$ cat src/core/cmw_defines.vh
`ifndef CMW_DEFINES_VH
`define CMW_DEFINES_VH

// ----------------------------------------------------------------
// Register byte addresses
// ----------------------------------------------------------------
`define CMW_MODE_INDEX      8'hd9
`define CMW_ADDR_MODE       12'h0364
`define CMW_ADDR_CTRL       12'h0000
`define CMW_ADDR_STATUS     12'h0004
`define CMW_ADDR_CLEAR      12'h0008
`define CMW_ADDR_ENABLE     12'h000c
`define CMW_ADDR_COUNT      12'h0010

// ----------------------------------------------------------------
// Mode register fields
// ----------------------------------------------------------------
`define CMW_BIT_IDLE        7
`define CMW_BIT_WDE         6
`define CMW_BIT_LOCK        5
`define CMW_BIT_UNUSED      4
`define CMW_TB_HI           3
`define CMW_TB_LO           1
`define CMW_BIT_OVIM        0
`define CMW_MODE_RESET      8'h40

// ----------------------------------------------------------------
// Timebase codes
// ----------------------------------------------------------------
`define CMW_TB_DIV12        3'h0
`define CMW_TB_DIV4         3'h1
`define CMW_TB_T0OV         3'h2
`define CMW_TB_ECI          3'h3
`define CMW_TB_SYS          3'h4
`define CMW_TB_EXT8         3'h5

// ----------------------------------------------------------------
// Status bits and divider counts
// ----------------------------------------------------------------
`define CMW_ST_OVF          0
`define CMW_ST_WRAP         1
`define CMW_DIV12_LAST      4'h0b
`define CMW_DIV4_LAST       4'h3
`define CMW_EXT_DIV_LAST    3'h7
`define CMW_COUNT_MAX       16'hffff

`endif

$ cat src/core/cmw_counter_mode.v
// Design decision made here: the APB interface to the registers.
`timescale 1ns/1ps
`include "cmw_defines.vh"
// Overview of operation
// RULE1 - Mode bit 7 set halts the counter while the system is idle.
// RULE2 - Mode bit 6 enables the watchdog and drives the watchdog output.
// RULE3 - The mode register resets with only the watchdog enable set.
// RULE4 - With the lock bit 5 set, the watchdog cannot be disabled.
// RULE5 - Bit 4 reads zero and ignores writes.
// RULE6 - Bits 3:1 pick the timebase; codes 110 and 111 give no counts.
// RULE7 - Code 011 counts falling edges of the external count input.
// RULE8 - Code 101 counts an external clock divided by 8, synchronised.
// RULE9 - Bit 0 lets a set overflow flag raise the interrupt request.
// RULE10 - Wrap from all ones sets the overflow flag; software clears it.
// RULE11 - While the watchdog is enabled mode bits other than the enable and the lock are frozen.
// RULE12 - Software can never clear the lock bit; only reset does.
module cmw_counter_mode (
  input  wire        pclk,
  input  wire        presetn,
  input  wire        psel,
  input  wire        penable,
  input  wire        pwrite,
  input  wire [11:0] paddr,
  input  wire [31:0] pwdata,
  output reg  [31:0] prdata,
  output reg         pready,
  output reg         pslverr,
  input  wire        cpu_idle,
  input  wire        timer0_overflow,
  input  wire        external_count_input,
  input  wire        external_clock,
  output reg         watchdog_active,
  output reg         counter_tick,
  output reg         irq
);

  // ----------------------------------------------------------------
  // Bus decode
  // ----------------------------------------------------------------
  wire        access;
  wire        wr;
  wire        hit_md;
  wire        hit_ct;
  wire        hit_st;
  wire        hit_cl;
  wire        hit_en;
  wire        hit_cn;
  wire        mapped;

  assign access = psel & penable;
  // A write lands only at the edge that completes the access phase
  assign wr     = access & pwrite & pready;
  assign hit_md = (paddr == `CMW_ADDR_MODE);
  assign hit_ct = (paddr == `CMW_ADDR_CTRL);
  assign hit_st = (paddr == `CMW_ADDR_STATUS);
  assign hit_cl = (paddr == `CMW_ADDR_CLEAR);
  assign hit_en = (paddr == `CMW_ADDR_ENABLE);
  assign hit_cn = (paddr == `CMW_ADDR_COUNT);
  assign mapped = hit_md | hit_ct | hit_st | hit_cl | hit_en | hit_cn;

  // Software visible state
  reg  [7:0]  mode;
  reg         run;
  reg  [1:0]  status;
  reg  [1:0]  irq_en;
  reg  [15:0] count;

  // Prescaler phases
  reg  [3:0]  div;
  reg  [2:0]  ext_div;

  // Synchronisers; the third stage only feeds the edge detectors
  reg         eci_s1;
  reg         eci_s2;
  reg         eci_s3;
  reg         ext_s1;
  reg         ext_s2;
  reg         ext_s3;

  // ----------------------------------------------------------------
  // Helpers
  // ----------------------------------------------------------------
  // The two timebases that run from the cycle prescaler
  function is_prescaled;
    input [2:0] code;
    begin
      is_prescaled = (code == `CMW_TB_DIV12) || (code == `CMW_TB_DIV4);
    end
  endfunction

  // ----------------------------------------------------------------
  // Mode register write
  // ----------------------------------------------------------------
  // Clearing the enable and setting the lock are the only changes software
  // can make while the watchdog runs; once the lock is set the enable cannot be cleared
  reg [7:0] next_mode;
  always @* begin
    next_mode = mode;
    if (wr && hit_md) begin
      if (!mode[`CMW_BIT_WDE]) begin
        next_mode = pwdata[7:0];                              // [RULE11]
      end
      // Lock forces the enable on and sticks until reset
      next_mode[`CMW_BIT_LOCK] = mode[`CMW_BIT_LOCK] |
                                 pwdata[`CMW_BIT_LOCK];        // [RULE12]
      next_mode[`CMW_BIT_WDE]  = pwdata[`CMW_BIT_WDE] |
                                 next_mode[`CMW_BIT_LOCK];     // [RULE4]
      next_mode[`CMW_BIT_UNUSED] = 1'b0;                      // [RULE5]
    end
  end

  always @(posedge pclk or negedge presetn) begin
    if (!presetn) begin
      mode <= `CMW_MODE_RESET;                                // [RULE3]
    end else begin
      mode <= next_mode;
    end
  end

  // ----------------------------------------------------------------
  // Timebase selection
  // ----------------------------------------------------------------
  wire [2:0] tb;
  wire       halted;
  wire       going;
  wire       pre;
  wire       eci_fall;
  wire       ext_rise;
  wire       ext_tick;

  assign tb       = mode[`CMW_TB_HI:`CMW_TB_LO];
  assign halted   = mode[`CMW_BIT_IDLE] & cpu_idle;           // [RULE1]
  // Watchdog forces the counter on regardless of the run bit
  assign going    = (run | mode[`CMW_BIT_WDE]) & ~halted;
  assign pre      = is_prescaled(tb);
  assign eci_fall = eci_s3 & ~eci_s2;                         // [RULE7]
  assign ext_rise = ext_s2 & ~ext_s3;
  assign ext_tick = ext_rise && (ext_div == `CMW_EXT_DIV_LAST); // [RULE8]

  // Reserved codes give no counts, so a stray code stops the counter
  reg tick;
  always @* begin
    case (tb)                                                 // [RULE6]
      `CMW_TB_DIV12: tick = (div == `CMW_DIV12_LAST);
      `CMW_TB_DIV4:  tick = (div == `CMW_DIV4_LAST);
      `CMW_TB_T0OV:  tick = timer0_overflow;
      `CMW_TB_ECI:   tick = eci_fall;
      `CMW_TB_SYS:   tick = 1'b1;
      `CMW_TB_EXT8:  tick = ext_tick;
      default:       tick = 1'b0;
    endcase
  end

  // The wrap event is the tick that moves the count from all ones
  wire wrap = going & tick & (count == `CMW_COUNT_MAX);

  // Synchronisers: first stage is read only by the second
  always @(posedge pclk or negedge presetn) begin
    if (!presetn) begin
      eci_s1 <= 1'b0;
      eci_s2 <= 1'b0;
      eci_s3 <= 1'b0;
    end else begin
      eci_s1 <= external_count_input;
      eci_s2 <= eci_s1;
      eci_s3 <= eci_s2;
    end
  end

  // External clock path, same depth as the count input
  always @(posedge pclk or negedge presetn) begin
    if (!presetn) begin
      ext_s1 <= 1'b0;
      ext_s2 <= 1'b0;
      ext_s3 <= 1'b0;
    end else begin
      ext_s1 <= external_clock;
      ext_s2 <= ext_s1;
      ext_s3 <= ext_s2;                                       // [RULE8]
    end
  end

  // ----------------------------------------------------------------
  // Prescaler and counter
  // ----------------------------------------------------------------
  // Cycle prescaler holds its phase while the counter is stopped.
  // A switch between the two prescaled bases keeps the phase, so the
  // first period after such a switch can run long.
  always @(posedge pclk or negedge presetn) begin
    if (!presetn) begin
      div <= 4'h0;
    end else if (going && pre) begin
      if (tick) begin
        div <= 4'h0;
      end else begin
        div <= div + 4'h1;
      end
    end
  end

  // External clock divider counts every synchronised rising edge while the counter is going
  always @(posedge pclk or negedge presetn) begin
    if (!presetn) begin
      ext_div <= 3'h0;
    end else if (going && ext_rise) begin
      ext_div <= ext_div + 3'h1;
    end
  end

  // Count is read-only to software while the watchdog runs
  always @(posedge pclk or negedge presetn) begin
    if (!presetn) begin
      count <= 16'h0000;
    end else if (wr && hit_cn && !mode[`CMW_BIT_WDE]) begin
      count <= pwdata[15:0];
    end else if (going && tick) begin
      count <= count + 16'h0001;
    end
  end

  // ----------------------------------------------------------------
  // Control, status and interrupt
  // ----------------------------------------------------------------
  wire [1:0] events;
  wire [1:0] clr;

  // Both status bits record the same wrap event
  assign events = {wrap, wrap};
  assign clr    = (wr && hit_cl) ? pwdata[1:0] : 2'b00;

  always @(posedge pclk or negedge presetn) begin
    if (!presetn) begin
      run     <= 1'b0;
      status  <= 2'b00;
      irq_en  <= 2'b00;
    end else begin
      // The run bit keeps the software value; the watchdog overrides it
      if (wr && hit_ct) begin
        run <= pwdata[0];
      end
      // Set wins over a clear in the same cycle
      status <= (status & ~clr) | events;                     // [RULE10]
      if (wr && hit_en) begin
        irq_en <= pwdata[1:0];
      end
    end
  end

  wire ovf_req;
  wire gen_req;

  assign ovf_req = status[`CMW_ST_OVF] & mode[`CMW_BIT_OVIM]; // [RULE9]
  assign gen_req = |(status & irq_en);

  // ----------------------------------------------------------------
  // Registered outputs and read data
  // ----------------------------------------------------------------
  // Read data is captured in the first access cycle and stands with
  // pready; the clear offset and unmapped offsets read as zero
  reg [31:0] rdata;
  always @* begin
    rdata = 32'h0000_0000;
    if (hit_md) begin
      rdata[7:0] = mode;
    end else if (hit_ct) begin
      rdata[0] = run;
    end else if (hit_st) begin
      rdata[1:0] = status;
    end else if (hit_en) begin
      rdata[1:0] = irq_en;
    end else if (hit_cn) begin
      rdata[15:0] = count;
    end
  end

  // One wait state: pready rises in the second access cycle, so the
  // address decode has a whole period to settle before read data
  always @(posedge pclk or negedge presetn) begin
    if (!presetn) begin
      prdata  <= 32'h0000_0000;
      pready  <= 1'b0;
      pslverr <= 1'b0;
    end else begin
      pready  <= access & ~pready;
      pslverr <= access & ~pready & ~mapped;
      if (access && !pready && !pwrite) begin
        prdata <= rdata;
      end
    end
  end

  // The watchdog output follows next_mode so it never lags the register
  always @(posedge pclk or negedge presetn) begin
    if (!presetn) begin
      watchdog_active <= 1'b1;
      counter_tick    <= 1'b0;
      irq             <= 1'b0;
    end else begin
      watchdog_active <= next_mode[`CMW_BIT_WDE];             // [RULE2]
      counter_tick    <= going & tick;
      irq             <= ovf_req | gen_req;                   // [RULE9]
    end
  end

endmodule // cmw_counter_mode

$ cat config.mk
export PLATFORM = sky130hd
export DESIGN_NAME = cmw_counter_mode
export DESIGN_NICKNAME = d
export VERILOG_FILES = /design/src/core/cmw_counter_mode.v
export VERILOG_INCLUDE_DIRS = /design/src /design/src/core
export SDC_FILE = /design/constraint.sdc
export NUM_CORES = 1
export LEC_CHECK = 0
export BUFFER_PORTS_ARGS = -buffer_cell sky130_fd_sc_hd__buf_2
export CAP_MARGIN = 20
export CELL_PAD_IN_SITES_DETAIL_PLACEMENT = 0
export CELL_PAD_IN_SITES_GLOBAL_PLACEMENT = 1
export CORE_MARGIN = 2
export CORE_UTILIZATION = 43
export CTS_CLUSTER_SIZE = 20
export DETAILED_ROUTE_END_ITERATION = 16
export PLACE_DENSITY_LB_ADDON = 0.1
export SLEW_MARGIN = 20
export SYNTH_ARGS = -nofsm -noshare
export SYNTH_HDL_FRONTEND = slang
export SYNTH_SLANG_ARGS = --single-unit
$ cat constraint.sdc
create_clock -name pclk -period 3.6 [get_ports pclk]
set_input_delay 1.08 -clock pclk [delete_from_list [all_inputs] [get_ports pclk]]
set_output_delay 1.08 -clock pclk [all_outputs]
set_load 0.005 [all_outputs]
==> results.json <==
{
  "drtAntennaViolNets": 0,
  "min-delay-path-class": "reg2reg",
  "p_clk_frac": 0.426,
  "wl_um": 6887,
  "io_buffers": 57,
  "critPathCaptureType": "flip-flop",
  "wire_per_inst_um": 14.81,
  "worstSkewPairLatency_ns": 0.34,
  "yosysSeqAreaShare": 0.4888,
  "place.gp.congestion": 0.8466,
  "worstPathMaxFanout": 7,
  "worst_slew_pin_slew_ns": 0.5931,
  "r2r_cells": 8,
  "fp.dieArea_sq_um": 7966,
  "period_share": 0.7248,
  "leakagePower_nw": 1.733,
  "cts-root-buf": "clkbuf_8",
  "clk_pin_slew_worst_paths_ns": 0.06,
  "synthCells": 299,
  "antenna_found_initial": 0,
  "ys_warn_count": 0,
  "vias_per_cell": 5.219,
  "globalRouteTotalUtil": 0.1879,
  "cts_resized": 0,
  "final_common_cell": "dfrtp_1",
  "drt-initial-drc-count": 131,
  "num_rows": 31,
  "placed_area_sq_um": 3502,
  "regToRegStartpoint": "ext_div[0]$_DFFE_PN0P_",
  "drtPass1Iterations": 4,
  "ios": 90,
  "sw_frac_of_total": 0.2235,
  "dpl_worst_slack_ns": 0.6194,
  "core_area_sq_um": 7137,
  "peakVddDrop_mv": 0.1714,
  "nNetsFinal": 420,
  "holdCritStartpoint": "ext_s1$_DFF_PN0_",
  "ctsHtreeMaxLevel": 3,
  "fmax_mhz": 383.2,
  "syn_area_per_cell_sq_um": 10.45,
  "tritoncts": "built",
  "cp_data_required_time_ns": 3.82,
  "hpwl_um": 5078,
  "async_reset_ff_frac": 1.000,
  "mostFrequentLayoutCells": "60 x dfrtp_1, 57 x buf_2, 33 x nand2_1",
  "cts_setup_buffers": 0,
  "finalClockSkew_ns": 0.008389,
  "finalWorstSetupSlack_ns": 0.9907,
  "min_path_cells": 0,
  "drive_gt1_frac": 0.2842,
  "postCtsHoldBufs": 0,
  "grt_pass1_vias": 2229,
  "synth-seq-cells": 61,
  "synth_enable_flop_cells": 0,
  "cp-start-kind": "primary input",
  "design_area_sq_um": 3686,
  "slew_viol_final": 0,
  "rsz0062_at_grt": "false",
  "clock-sinks": 61,
  "seq_power_share": 0.522,
  "overflow": 0,
  "die_y_um": 89.26,
  "min_to": "ext_s2$_DFF_PN0_",
  "power_mw": 1.334,
  "finalCriticalPeriod_ns": 2.609,
  "cts_buffers": 9,
  "internal_power_mw": 1.035,
  "grt_max_degree": 39,
  "n_antenna_cell": 0,
  "hold_viol": 0,
  "vias": 2427,
  "drc": 0,
  "fp.dieW_um": 89.26,
  "fin_tns_setup_ns": 0,
  "start_util": 0.4379,
  "ys_types": 50,
  "regToRegEndpoint": "count[1]$_DFFE_PN0P_",
  "worstSetupPathType": "in2reg",
  "p_comb_frac": 0.052,
  "status": "complete, no violations",
  "synthFlopType": "dfrtp_1",
  "cts_buffer_depth": 2,
  "syn_to_final_growth_pct": 17.93,
  "setup_viol": 0,
  "r2r_slack_ns": 1.33,
  "worstPathArrival_ns": 2.83,
  "cap_viol_max_count": 0,
  "final_core_util": 0.5165,
  "syn_area_sq_um": 3125,
  "power_density_nw_per_um2": 361.8,
  "netSwitchingPower_mw": 0.2981,
  "slew_headroom": 0.6013,
  "grt_pass1_wl_um": 11220
}
[synth_stat cells, types with 2 or more instances]
cell type  number  area, sq um
and2_1          2        12.51
a222oi_1        5        50.05
nand3_1         9        45.04
buf_4          17        127.6
nand4_1         7        43.79
o21ai_0        20        100.1
ha_1            4        50.05
xor2_1          3        26.28
or4_4           2        22.52
inv_1          14        52.55
a2111oi_2       2        30.03
nor3_1          7        35.03
clkbuf_1        8        30.03
nand2b_1        2        12.51
a31oi_1         2        12.51
a221oi_1        2        17.52
nand2_1        33        123.9
buf_2           2        10.01
a21oi_1        10        50.05
nor2b_1         4        25.02
and3b_1         2        17.52
nor4_1          2        12.51
mux2_2         12        135.1
or3_1           3        18.77
a22o_1         10        87.58
xnor2_1        14        122.6
dfrtp_1        60         1501
a211oi_1        9        67.56
a31o_1          2        17.52
and4_1          3        26.28
nor2_1          8        30.03
[worst max path at each step]
stage,startpoint,depth (start not counted),slack (ns),endpoint
after detailed placement,paddr[7],5,0.62,mode[3]$_DFFE_PN0P_
after floorplan,paddr[5],4,0.87,irq_en[0]$_DFFE_PN0P_
after CTS,paddr[7],5,0.98,mode[3]$_DFFE_PN0P_
after global placement,paddr[7],5,0.61,mode[3]$_DFFE_PN0P_
after global routing,paddr[7],5,0.82,mode[3]$_DFFE_PN0P_
final,paddr[7],5,0.99,mode[3]$_DFFE_PN0P_
[registers in the layout, indices dropped and copies added (netlist names), 2 cells and up]
register,cells
div,4
status,2
irq_en,2
mode,6
prdata,16
ext_div,3
count,16
[critical path, stage by stage]
cell and delay, ns:
buf_2 0.10, nor3_1 0.45, nand2_1 0.24, nor4_4 0.56, mux2_2 0.39
[cells by family after synthesis]
logic type	share of synthesized area
buffers and inverters	0.07046
AO/OA/AOI/OAI	0.1685
AND/OR/NAND/NOR	0.1641
flip-flops	0.4888
multiplexers	0.04323
other	0.001200
adder cells (fa/ha/maj)	0.01601
XOR/XNOR	0.04764
[power by group through the flow]
stage                     registers (mW)  clock network [mW]  logic (mW)
after floorplan                    0.709                   0      0.0344
after global placement             0.708                   0      0.0705
after detailed placement           0.709                   0      0.0712
after CTS                          0.696               0.585      0.0714
after global routing               0.696               0.613      0.0808
final                              0.696               0.568      0.0697
[routing by layer]
layer	GRT usage	part of all wire
met3	0.03786	0.066
met5	0	0
met4	0.07870	0.016
met2	0.2620	0.43
met1	0.2830	0.48
[final cells by class]
type,instances,area [sq um]
clock inverters,1,5.005
fillers,691,3451
multi-input cells,212,1440
clock buffers,13,178.9
inverters,14,52.55
flip-flops and latches,61,1528
well taps,99,123.9
repair buffers,65,357.8
[through the flow]
stage                     hold WS (ns)  instances
after floorplan                 0.3312        314
after global placement          0.3338        451
after detailed placement        0.3403        451
after CTS                       0.3558        465
after global routing            0.3568        465
final                           0.3501        465
(Power assumes the default switching activity.)
